--- config.mk ---
export PLATFORM = sky130hd
export DESIGN_NAME = vvc_classifier
export DESIGN_NICKNAME = d
export VERILOG_FILES = /design/src/hw/vvc_pkg.sv /design/src/hw/vvc_classifier.sv
export VERILOG_INCLUDE_DIRS = /design/src /design/src/hw
export SDC_FILE = /design/constraint.sdc
export NUM_CORES = 2
export LEC_CHECK = 0
export BUFFER_PORTS_ARGS = -buffer_cell sky130_fd_sc_hd__buf_2
export CAP_MARGIN = 20
export CORE_MARGIN = 2
export CORE_UTILIZATION = 45
export DETAILED_ROUTE_END_ITERATION = 16
export PLACE_DENSITY_LB_ADDON = 0.05
export SETUP_SLACK_MARGIN = 0.2
export SYNTH_ARGS = -nofsm -noshare
export SYNTH_HDL_FRONTEND = slang
export SYNTH_SLANG_ARGS = --single-unit
--- constraint.sdc ---
create_clock -name aclk -period 9.4 [get_ports aclk]
set_input_delay 2.35 -clock aclk [delete_from_list [all_inputs] [get_ports aclk]]
set_output_delay 2.35 -clock aclk [all_outputs]
set_load 0.01 [all_outputs]
--- src/hw/vvc_map.svh ---
// Register map, field positions, reset values and timing of the classifier
`ifndef VVC_MAP_SVH
`define VVC_MAP_SVH
// ========================================
// Register offsets
`define VVC_REG_CTRL    8'h00
`define VVC_REG_VID     8'h04
`define VVC_REG_AGING   8'h08
`define VVC_REG_PORT_EN 8'h0c
`define VVC_REG_COS     8'h10
`define VVC_REG_STATUS  8'h14
`define VVC_REG_MGMT    8'h18
`define VVC_REG_MVR     8'h1c
`define VVC_BLK_PORT_DEFAULT_VLAN_ID    3'h2
`define VVC_BLK_OUI     3'h4
`define VVC_BLK_DESC    3'h6
// ========================================
// Field positions
`define VVC_CTRL_EN     0
`define VVC_CTRL_RW     1
`define VVC_CTRL_PRIO   6:4
`define VVC_OUI_VALID   31
`define VVC_STAT_CONF   0
`define VVC_STAT_MEMB   15:8
// ========================================
// Reset values and limits
`define VVC_VID_RST     12'h001
`define VVC_PRIO_RST    3'h6
`define VVC_AGING_RST   17'h005a0
`define VVC_AGING_MIN   17'h0001e
`define VVC_AGING_MAX   17'h10000
`define VVC_RESP_OK     2'h0
`define VVC_RESP_ERR    2'h2
// ========================================
// Timing
`define VVC_CLK_NS      64'd8
`define VVC_MINUTE_NS   64'd60000000000
`endif

--- src/hw/vvc_pkg.sv ---
// Types shared by the voice VLAN classifier
`default_nettype none
package vvc_pkg;
  // ========================================
  // Per-port priority handling for voice frames
  typedef enum logic [1:0] {
    VVC_COS_FOLLOW = 2'b00,
    VVC_COS_KEEP   = 2'b01,
    VVC_COS_FORCE  = 2'b10
  } vvc_cos_t;
  // ========================================
  // Complete block state
  typedef struct packed {
    logic              glb_en;
    logic              rw_en;
    logic [2:0]        prio;
    logic [11:0]       vid;
    logic [16:0]       aging;
    logic [7:0]        port_en;
    logic [7:0][1:0]   cos_mode;
    logic [11:0]       mgmt_vid;
    logic [11:0]       multicast_registration_vlan_id;
    logic [7:0][11:0]  port_default_vlan_id;
    logic [7:0]        oui_vld;
    logic [7:0][23:0]  oui;
    logic [7:0][31:0]  desc;
    logic [32:0]       tick_cnt;
    logic [7:0][16:0]  age_cnt;
    logic [7:0]        member;
    logic              conflict;
    logic              aw_got;
    logic [7:0]        aw_addr;
    logic              w_got;
    logic [31:0]       wdata;
    logic [3:0]        wstrb;
    logic              awready;
    logic              wready;
    logic              bvalid;
    logic [1:0]        bresp;
    logic              arready;
    logic              rvalid;
    logic [31:0]       rdata;
    logic [1:0]        rresp;
    logic              out_valid;
    logic [2:0]        out_port;
    logic [11:0]       out_vid;
    logic [2:0]        out_pcp;
    logic              out_voice;
  } vvc_state_t;
endpackage
`default_nettype wire

--- src/hw/vvc_classifier.sv ---
// Voice VLAN ingress classifier with AXI4-Lite configuration
`timescale 1ns/1ps
`default_nettype none
`include "vvc_map.svh"

module vvc_classifier #(
  parameter longint MINUTE_CYCLES = `VVC_MINUTE_NS / `VVC_CLK_NS
) (
  // Clock and reset
  input  wire logic        aclk,
  input  wire logic        aresetn,
  // AXI4-Lite slave
  input  wire logic [7:0]  s_axi_awaddr,
  input  wire logic        s_axi_awvalid,
  output logic             s_axi_awready,
  input  wire logic [31:0] s_axi_wdata,
  input  wire logic [3:0]  s_axi_wstrb,
  input  wire logic        s_axi_wvalid,
  output logic             s_axi_wready,
  output logic [1:0]       s_axi_bresp,
  output logic             s_axi_bvalid,
  input  wire logic        s_axi_bready,
  input  wire logic [7:0]  s_axi_araddr,
  input  wire logic        s_axi_arvalid,
  output logic             s_axi_arready,
  output logic [31:0]      s_axi_rdata,
  output logic [1:0]       s_axi_rresp,
  output logic             s_axi_rvalid,
  input  wire logic        s_axi_rready,
  // Ingress frame headers
  input  wire logic        in_valid,
  input  wire logic [2:0]  in_port,
  input  wire logic [47:0] in_src_mac,
  input  wire logic [11:0] in_vid,
  input  wire logic [2:0]  in_pcp,
  // Classified frame headers
  output logic             out_valid,
  output logic [2:0]       out_port,
  output logic [11:0]      out_vid,
  output logic [2:0]       out_pcp,
  output logic             out_voice,
  // Port state
  output logic [7:0]       voice_member,
  output logic             vid_conflict
);
  localparam logic [32:0] TICK_LAST = 33'(MINUTE_CYCLES - 64'd1);

  vvc_pkg::vvc_state_t s;
  vvc_pkg::vvc_state_t next_s;

  // ========================================
  // Prefix match and identifier clash
  logic [7:0] oui_hit;
  logic [7:0] port_default_vlan_id_eq;
  logic       hit;
  logic       voice;
  logic       do_rw;
  logic [1:0] mode;

  genvar gi;
  generate
    for (gi = 0; gi < 8; gi++) begin : g_entry
      assign oui_hit[gi] = s.oui_vld[gi] &&
                           (s.oui[gi] == in_src_mac[47:24]);
      assign port_default_vlan_id_eq[gi] = (s.port_default_vlan_id[gi] == s.vid);
    end
  endgenerate

  assign hit   = |oui_hit;
  // Port is looked up per frame, so any enabled port works
  assign voice = s.glb_en && s.port_en[in_port] && hit;
  assign mode  = s.cos_mode[in_port];
  assign do_rw = (mode == vvc_pkg::VVC_COS_FORCE) ||
                 ((mode == vvc_pkg::VVC_COS_FOLLOW) && s.rw_en);

  // ========================================
  // Register readback
  function automatic logic [31:0] readback(input vvc_pkg::vvc_state_t st,
                                           input logic [7:0] a);
    logic [31:0] d;
    d = 32'h0000_0000;
    case (a)
      `VVC_REG_CTRL: begin
        d[`VVC_CTRL_EN]   = st.glb_en;
        d[`VVC_CTRL_RW]   = st.rw_en;
        d[`VVC_CTRL_PRIO] = st.prio;
      end
      `VVC_REG_VID:     d[11:0] = st.glb_en ? st.vid : 12'h000;
      `VVC_REG_AGING:   d[16:0] = st.aging;
      `VVC_REG_PORT_EN: d[7:0]  = st.port_en;
      `VVC_REG_COS:     d[15:0] = st.cos_mode;
      `VVC_REG_STATUS: begin
        d[`VVC_STAT_CONF] = st.conflict;
        d[`VVC_STAT_MEMB] = st.member;
      end
      `VVC_REG_MGMT:    d[11:0] = st.mgmt_vid;
      `VVC_REG_MVR:     d[11:0] = st.multicast_registration_vlan_id;
      default: begin
        case (a[7:5])
          `VVC_BLK_PORT_DEFAULT_VLAN_ID: d[11:0] = st.port_default_vlan_id[a[4:2]];
          `VVC_BLK_OUI: begin
            d[23:0]           = st.oui[a[4:2]];
            d[`VVC_OUI_VALID] = st.oui_vld[a[4:2]];
          end
          `VVC_BLK_DESC: d = st.desc[a[4:2]];
          default: d = 32'h0000_0000;
        endcase
      end
    endcase
    return d;
  endfunction

  function automatic logic mapped(input logic [7:0] a);
    return (a[7:5] == 3'h0) || (a[7:5] == `VVC_BLK_PORT_DEFAULT_VLAN_ID) ||
           (a[7:5] == `VVC_BLK_OUI) || (a[7:5] == `VVC_BLK_DESC);
  endfunction

  // ========================================
  // Next state
  logic [31:0] old_w;
  logic [31:0] wv;
  logic        tick;

  always_comb begin
    next_s = s;
    old_w  = readback(s, s.aw_addr);
    if (s.aw_addr == `VVC_REG_VID) begin
      old_w[11:0] = s.vid;
    end
    for (int b = 0; b < 4; b++) begin
      wv[b*8 +: 8] = s.wstrb[b] ? s.wdata[b*8 +: 8] : old_w[b*8 +: 8];
    end
    // Classified header, one cycle behind the input
    next_s.out_valid = in_valid;
    next_s.out_port  = in_port;
    next_s.out_voice = in_valid && voice;
    next_s.out_vid   = voice ? s.vid : in_vid;
    next_s.out_pcp   = (voice && do_rw) ? s.prio : in_pcp;
    // Minute tick and per-port aging
    tick = (s.tick_cnt == TICK_LAST);
    next_s.tick_cnt = tick ? 33'h0_0000_0000 : s.tick_cnt + 33'h0_0000_0001;
    for (int p = 0; p < 8; p++) begin
      if (!s.glb_en || !s.port_en[p]) begin
        next_s.age_cnt[p] = 17'h00000;
      end else if (in_valid && voice && (in_port == 3'(p))) begin
        next_s.age_cnt[p] = s.aging;
      end else if (tick && (s.age_cnt[p] != 17'h00000)) begin
        next_s.age_cnt[p] = s.age_cnt[p] - 17'h00001;
      end
      next_s.member[p] = (next_s.age_cnt[p] != 17'h00000);
    end
    next_s.conflict = (|port_default_vlan_id_eq) || (s.vid == s.mgmt_vid) ||
                      (s.vid == s.multicast_registration_vlan_id);
    // Write channel
    if (s.awready && s_axi_awvalid) begin
      next_s.aw_got  = 1'b1;
      next_s.aw_addr = s_axi_awaddr;
    end
    if (s.wready && s_axi_wvalid) begin
      next_s.w_got = 1'b1;
      next_s.wdata = s_axi_wdata;
      next_s.wstrb = s_axi_wstrb;
    end
    if (s.bvalid && s_axi_bready) begin
      next_s.bvalid = 1'b0;
    end
    if (s.aw_got && s.w_got && !s.bvalid) begin
      next_s.aw_got = 1'b0;
      next_s.w_got  = 1'b0;
      next_s.bvalid = 1'b1;
      next_s.bresp  = mapped(s.aw_addr) ? `VVC_RESP_OK : `VVC_RESP_ERR;
      case (s.aw_addr)
        `VVC_REG_CTRL: begin
          next_s.glb_en = wv[`VVC_CTRL_EN];
          next_s.rw_en  = wv[`VVC_CTRL_RW];
          next_s.prio   = wv[`VVC_CTRL_PRIO];
        end
        `VVC_REG_VID: begin
          if (wv[11:0] != 12'h000) begin
            next_s.vid = wv[11:0];
          end else begin
            next_s.bresp = `VVC_RESP_ERR;
          end
        end
        `VVC_REG_AGING: begin
          if ((wv[16:0] >= `VVC_AGING_MIN) &&
              (wv[16:0] <= `VVC_AGING_MAX)) begin
            next_s.aging = wv[16:0];
          end else begin
            next_s.bresp = `VVC_RESP_ERR;
          end
        end
        `VVC_REG_PORT_EN: next_s.port_en  = wv[7:0];
        `VVC_REG_COS:     next_s.cos_mode = wv[15:0];
        `VVC_REG_MGMT:    next_s.mgmt_vid = wv[11:0];
        `VVC_REG_MVR:     next_s.multicast_registration_vlan_id  = wv[11:0];
        default: begin
          case (s.aw_addr[7:5])
            `VVC_BLK_PORT_DEFAULT_VLAN_ID: next_s.port_default_vlan_id[s.aw_addr[4:2]] = wv[11:0];
            `VVC_BLK_OUI: begin
              next_s.oui[s.aw_addr[4:2]]     = wv[23:0];
              next_s.oui_vld[s.aw_addr[4:2]] = wv[`VVC_OUI_VALID];
            end
            `VVC_BLK_DESC: next_s.desc[s.aw_addr[4:2]] = wv;
            default: next_s.bresp = `VVC_RESP_ERR;
          endcase
        end
      endcase
    end
    next_s.awready = !next_s.aw_got && !next_s.bvalid;
    next_s.wready  = !next_s.w_got && !next_s.bvalid;
    // Read channel
    if (s.rvalid && s_axi_rready) begin
      next_s.rvalid = 1'b0;
    end
    if (s.arready && s_axi_arvalid) begin
      next_s.rvalid = 1'b1;
      next_s.rdata  = readback(s, s_axi_araddr);
      next_s.rresp  = mapped(s_axi_araddr) ? `VVC_RESP_OK : `VVC_RESP_ERR;
    end
    next_s.arready = !next_s.rvalid;
  end

  // ========================================
  // State register
  always_ff @(posedge aclk) begin
    if (!aresetn) begin
      s         <= '0;
      s.vid     <= `VVC_VID_RST;
      s.prio    <= `VVC_PRIO_RST;
      s.aging   <= `VVC_AGING_RST;
      s.awready <= 1'b1;
      s.wready  <= 1'b1;
      s.arready <= 1'b1;
    end else begin
      s <= next_s;
    end
  end

  // ========================================
  // Outputs
  assign s_axi_awready = s.awready;
  assign s_axi_wready  = s.wready;
  assign s_axi_bresp   = s.bresp;
  assign s_axi_bvalid  = s.bvalid;
  assign s_axi_arready = s.arready;
  assign s_axi_rdata   = s.rdata;
  assign s_axi_rresp   = s.rresp;
  assign s_axi_rvalid  = s.rvalid;
  assign out_valid     = s.out_valid;
  assign out_port      = s.out_port;
  assign out_vid       = s.out_vid;
  assign out_pcp       = s.out_pcp;
  assign out_voice     = s.out_voice;
  assign voice_member  = s.member;
  assign vid_conflict  = s.conflict;
endmodule
`default_nettype wire

Yosys cells after proc, flatten, opt, wreduce, memory -nomap -nowiden
Cells that the tools add are included.
{"block": "word_totals", "register_bits": 919, "latchBits": 0, "ramBits": 0, "mem_bits_ro": 0, "output_inout_bits": 70, "word_cells": 358, "mem_count": 0}
{"block": "classes", "add_sub_neg": 9, "mul": 0, "div": 0, "order_cmp": 6, "eq_ne": 47, "shifts": 0, "n_mux": 104, "n_bitwise": 2, "n_reduce_logical": 120}
{"cell": "17-bit two-way mux", "n": 24}
{"cell": "17-bit nonzero test", "n": 16}
{"cell": "256-bit bitwise mux", "n": 1}
{"cell": "32-bit binary-select mux with 3-bit select", "n": 2}
{"cell": "192-bit bitwise mux", "n": 1}
{"cell": "24-bit equality test", "n": 8}
{"cell": "24-bit binary-select mux with 3-bit select", "n": 2}
{"cell": "17-bit by 1-bit subtractor with 17-bit output (second input constant)", "n": 8}
{"cell": "12-bit equality test", "n": 10}
{"cell": "96-bit bitwise mux", "n": 1}
{"cell": "32-bit demux with 3-bit select", "n": 1}
{"cell": "32-bit two-way mux", "n": 3}
{"cell": "12-bit binary-select mux with 3-bit select", "n": 2}
{"cell": "24-bit demux with 3-bit select", "n": 1}
{"cell": "12-bit two-way mux", "n": 6}
{"cell": "24-bit two-way mux", "n": 3}
{"cell": "12-bit case mux with 3 select lines", "n": 2}
{"cell": "8-bit by 5-bit equality test with 1-bit output (second input constant)", "n": 8}
{"cell": "12-bit case mux with 2 select lines", "n": 2}
{"cell": "1-bit logical AND", "n": 40}
{"cell": "37-bit two-way mux", "n": 1}
{"cell": "12-bit demux with 3-bit select", "n": 1}
{"cell": "35-bit two-way mux", "n": 1}
{"cell": "33-bit by 1-bit adder with 33-bit output (second input constant)", "n": 1}
{"cell": "other kinds (48)", "n": 143}

Longest topological paths before layout
{"block": "depth", "ltp_word": 13, "depth_mapped": 17, "mapped_depth_nobuf": 12}

Worst setup path after synthesis
No wires, ideal clock.
{"block": "synth_timing", "kind": "input -> register", "startpoint": "input in_src_mac[26]", "endpoint": "register s[193] (netlist name)", "setup_time_ns": 0.128, "arrival_ns": 4.952, "required_time_ns": 9.272, "slack_ns": 4.320, "stages": 12, "path_buffers": 3, "cell_sequence": "clkbuf_1 > xnor2_1 > nand4_1 > nor4_1 > a22oi_1 > a41oi_1 > nand2_1 > or4_1 > clkbuf_1 > clkbuf_1 > a21oi_1 > nor2_1"}
{"block": "synth_via", "elab_chain_len": 8, "word_cells_on_any_way": 22}
{"item": "start: declaration", "line": "vvc_classifier.sv:33", "source": "input wire logic [47:0] in_src_mac,"}
{"item": "24-bit equality test", "line": "vvc_classifier.sv:64", "source": "(s.oui[gi] == in_src_mac[47:24]);"}
{"item": "1-bit logical AND", "line": "vvc_classifier.sv:63", "source": "assign oui_hit[gi] = s.oui_vld[gi] &&"}
{"item": "8-bit OR reduction (*)", "line": "vvc_classifier.sv:69", "source": "assign hit = |oui_hit;"}
{"item": "1-bit logical AND (*)", "line": "vvc_classifier.sv:71", "source": "assign voice = s.glb_en && s.port_en[in_port] && hit;"}
{"item": "1-bit logical AND (*) (2 in a row)", "line": "vvc_classifier.sv:145", "source": "end else if (in_valid && voice && (in_port == 3'(p))) begin"}
{"item": "17-bit two-way mux (*)", "line": "vvc_classifier.sv:145"}
{"item": "17-bit two-way mux (*)", "line": "vvc_classifier.sv:143", "source": "if (!s.glb_en || !s.port_en[p]) begin"}
{"item": "end signal: assignment", "line": "vvc_classifier.sv:236", "source": "s <= next_s;"}
{"item": "end: declaration", "line": "vvc_classifier.sv:48", "source": "vvc_pkg::vvc_state_t s;"}
Every way passes the cells marked *; elsewhere a longest branch is shown, timed or not.
A chain may end at the register's enable or synchronous reset.

Worst setup path after layout
{"block": "layout_timing", "startpoint": "register s[100] (netlist name)", "endpoint": "register s[886] (netlist name)"}
{"block": "layout_via", "elab_chain_len": 9, "word_cells_on_any_way": 36}
{"item": "32-bit binary-select mux with 3-bit select (tied with other cells)", "line": "vvc_classifier.sv:105", "source": "`VVC_BLK_DESC: d = st.desc[a[4:2]];"}
{"item": "32-bit two-way mux (not written as such) (tied with other cells)", "line": "vvc_classifier.sv:105"}
{"item": "12-bit case mux with 3 select lines", "line": "vvc_classifier.sv:99", "source": "case (a[7:5])"}
{"item": "1-bit case mux with 7 select lines (tied with other cells)", "line": "vvc_classifier.sv:82", "source": "case (a)"}
{"item": "12-bit two-way mux", "line": "vvc_classifier.sv:127", "source": "if (s.aw_addr == `VVC_REG_VID) begin"}
{"item": "8-bit two-way mux", "line": "vvc_classifier.sv:131", "source": "wv[b*8 +: 8] = s.wstrb[b] ? s.wdata[b*8 +: 8] : old_w[b*8 +: 8];"}
{"item": "17-bit by 5-bit greater-or-equal comparator with 1-bit output (no line) / 17-bit <= comparator (equally long branches)"}
{"item": "1-bit logical AND", "line": "vvc_classifier.sv:186", "source": "if ((wv[16:0] >= `VVC_AGING_MIN) &&"}
{"item": "3-bit AND reduction (no line)"}
Parallel ways exist; a longest one is shown, timed or not. The select of a mux whose other input is x is not followed.

==> impl_results.md <==
- Final setup fails: 0
- Final Hold Viols: 0
- Count of different cell masters after synthesis: between 90 and 100
- Power per Cell Area: 166 nW/um2
- Sequential Power Share: 42.8%
- Area delta synth->final: 9.97%
- Drt total wl: about 210 mm
- Filler Cell Count: 10800
- Vias per cell: 6.34
- Max FO, Critical Path: between 60 and 70
- Count leader, synth: dfxtp_1
- FP Rows: 123
- Layout Cell Area excl Fill: 56000 um2
- Post-CTS Resized: 0
- GPL Wtd Cong: 0.978
- Yosys top cell by area: dfxtp_1
- Starting Density: around 45%
- Synth top area share: 36.1%
- Largest net degree at the start of global routing: 212
- Max_cap viols: 0
- Switch Pwr: 2.58 mW
- Total CTS buffers: 105
- Post-DP HPWL: 146 mm
- DRC Markers: 0
- Worst-Skew Late Latency: 0.72 ns
- Antenna violations before repair: 14
- NumNets Final: just under 6000
- Least-Margin Pin Slew: 1.33 ns
- Synth cell count leaders: dfxtp_1 (917), nor2_1 (836), nand2_1 (724)
- Vias in the first global route: 42700
- Area contributors post-synth: dfxtp_1 (36%), mux4_2 (11%), xnor2_1 (6.8%)
- Synth warn: 0
- Clk sinks: 917
- Share of flip-flops with an asynchronous set or reset: 0%
- Critical Path RT: 10.02 ns
- VDD IR max: 0.000167 V
- Comb power frac: 10.5%
- Crit. End Element: flop
- Fin crit share: approximately 64%
- Routed wire per std cell: 29.4 um
- Die area: between 100000 and 150000 um2
- Synth Cell Area: 50900 um2
- Hold crit path type: flop to flop
- DRT Pass-1 Iters: 8
- CTS tree: yes
- Skew final: 0.0272 ns
- Crit Path Category: flop to flop
- DRT iter0 DRCs: 5464
- LEAKAGE: 18.0 nW
- Vias: 46200
- Post-CTS Setup Bufs: 0
- CP arrival: 6.61 ns
- Post-CTS Hold Buffers: 0
- Synthesized area per cell: 8.67 um2
- Chip width: 340 um
- Routed Antenna Nets: 0
- Post-synth EDFFs: 0
- RSZ-0062 raised after global routing: no
- # IOs: roughly 200
- Final min period: around 6.0 ns
- CP Launch Type: flop
- CTS max path bufs: 3
- CTS Root Cell: clkbuf_16
- CTS clock-pin slew for the worst setup and hold paths: 0.07 ns
- Sw Ratio: 27.8%
- Layout cells sized above 1: 14.2%
- Die height: 340 um
- Status: finished, final reports clean
- Number of port buffers: 169
- Setup TNS: 0 ns
- Synth Flop Type: dfxtp_1
- Global route overflow: 0
- Area after DPL: 52300 um2
- Sequential share of the synthesized area: between 30% and 40%
- Power share of the clock group: 46.7%
- Mapped Cells: 5871
- Core area: 112000 um2
- Max-slew violations: 0
- Slew headroom: 11.6%
- First-pass GRT wire length: 309 mm
- Post-synthesis register bit count: 917
- CTS H-tree lvls: 3
- Int Pwr: 6.69 mW
- GR Util All Layers: a little over a third
- Fmax: 167 MHz
-- final timing paths --
kind                            slack (ns)    from      to  cells after the start
worst max register to register        3.41  s[100]  s[886]                     11
worst max-delay path                  3.41  s[100]  s[886]                     11
worst min-delay path                  0.46   s[77]   s[77]                      2
worst min register to register        0.46   s[77]   s[77]                      2
-- per-layer routing --
layer / share of wire [%] / up-vias / track usage, %
li1: - / 20800 / -
met1: 41 / 22600 / 47.8
met2: 45 / 2242 / 56.1
met3: 8.8 / 573 / 7.12
met4: 5.6 / 20 / 17.4
met5: 0.055 / - / 0
-- critical path, cell delays in order (launching register included) --
cell	delay (ns)
dfxtp_4	0.75
buf_12	0.43
nor3b_2	0.81
nand3_1	0.37
nor2_1	0.29
nor4_1	0.12
a211oi_4	0.91
nand2_1	0.22
nor4_4	0.56
a311o_1	0.87
a21oi_1	0.17
a211oi_1	0.24
-- area by class of cell --
class	instances	area (um2)	area share, %
multi-input combinational	4332	30000	53.6
timing repair buffer	292	1900	3.39
inverter	51	200	0.358
clock buffer	149	2980	5.33
clock inverter	44	614	1.10
tap	1500	1880	3.35
sequential	917	18400	32.8
antenna	4	10.0	0.0179
-- layout by cell type, fill, tap and decap left out, drive strengths merged, types with 13 or more instances in the layout --
| cell type | synthesis | final |
|---|---|---|
| xor2 | 66 | 66 |
| or3 | 24 | 24 |
| nand3b | 15 | 15 |
| nand3 | 96 | 96 |
| mux2i | 178 | 178 |
| inv | 50 | 51 |
| a21oi | 368 | 368 |
| xnor2 | 393 | 393 |
| nor4 | 61 | 61 |
| nor3b | 13 | 13 |
| nand2b | 16 | 16 |
| dfxtp | 917 | 917 |
| a31oi | 32 | 32 |
| nand4 | 130 | 130 |
| clkinv | 1 | 28 |
| a221oi | 34 | 34 |
| mux2 | 36 | 36 |
| buf | 193 | 290 |
| clkbuf | 379 | 151 |
| nor3 | 150 | 150 |
| nor2 | 836 | 836 |
| a22oi | 60 | 60 |
| o22ai | 34 | 34 |
| nand2 | 724 | 724 |
| or4 | 23 | 23 |
| o21ai | 74 | 74 |
| a211oi | 456 | 456 |
| mux4 | 242 | 242 |
| nor2b | 20 | 20 |
| and3 | 19 | 19 |
| o211ai | 15 | 15 |
| and2 | 14 | 14 |
-- per-stage QoR --
| stage | setup WS, ns | total power [mW] | cells | hold WS [ns] | utilization (%) |
|---|---|---|---|---|---|
| 3_5_place_dp | 2.77 | 5.00 | 7089 | 0.453 | 46.6 |
| 5_1_grt | 3.21 | 9.50 | 7287 | 0.483 | 49.8 |
| 4_1_cts | 3.53 | 9.29 | 7282 | 0.461 | 49.8 |
| 2_1_floorplan | 4.32 | 4.60 | 5872 | 0.430 | - |
| 6_report | 3.41 | 9.28 | 7289 | 0.456 | 49.8 |
| 3_3_place_gp | 2.86 | 4.99 | 7084 | 0.445 | 46.5 |
-- power groups by stage --
stage	Combinational (mW)	Clock (mW)	Sequential, mW
after CTS	0.941	4.37	3.97
after floorplan	0.585	0	4.02
after detailed placement	0.938	0	4.06
final	0.972	4.33	3.97
after global placement	0.932	0	4.06
after global routing	0.995	4.53	3.97
-- registers in the layout, indices dropped and copies added, names as in the netlist --
signal and count:
out_pcp 3, out_port 3, out_valid 1, out_vid 12, out_voice 1, s 849, s_axi_arready 1, s_axi_awready 1
s_axi_bresp 1, s_axi_bvalid 1, s_axi_rdata 32, s_axi_rresp 1, s_axi_rvalid 1, s_axi_wready 1, vid_conflict 1, voice_member 8
-- kinds of logic (layout without fill, tap and decap cells) --
group | after synthesis | in the layout | share of synthesized area, %
and+or+nand+nor | 2205 | 2205 | 19.4
AOI/OAI and AO/OA | 1201 | 1201 | 15.9
DFF | 917 | 917 | 36.1
buffers and inverters | 623 | 536 | 5.45
xor gates and xnor gates | 459 | 459 | 7.90
muxes | 456 | 456 | 15.0
adders and majority gates | 9 | 9 | 0.221
other | 1 | 6 | 0.00737
Power figures use the tool's default switching activity.
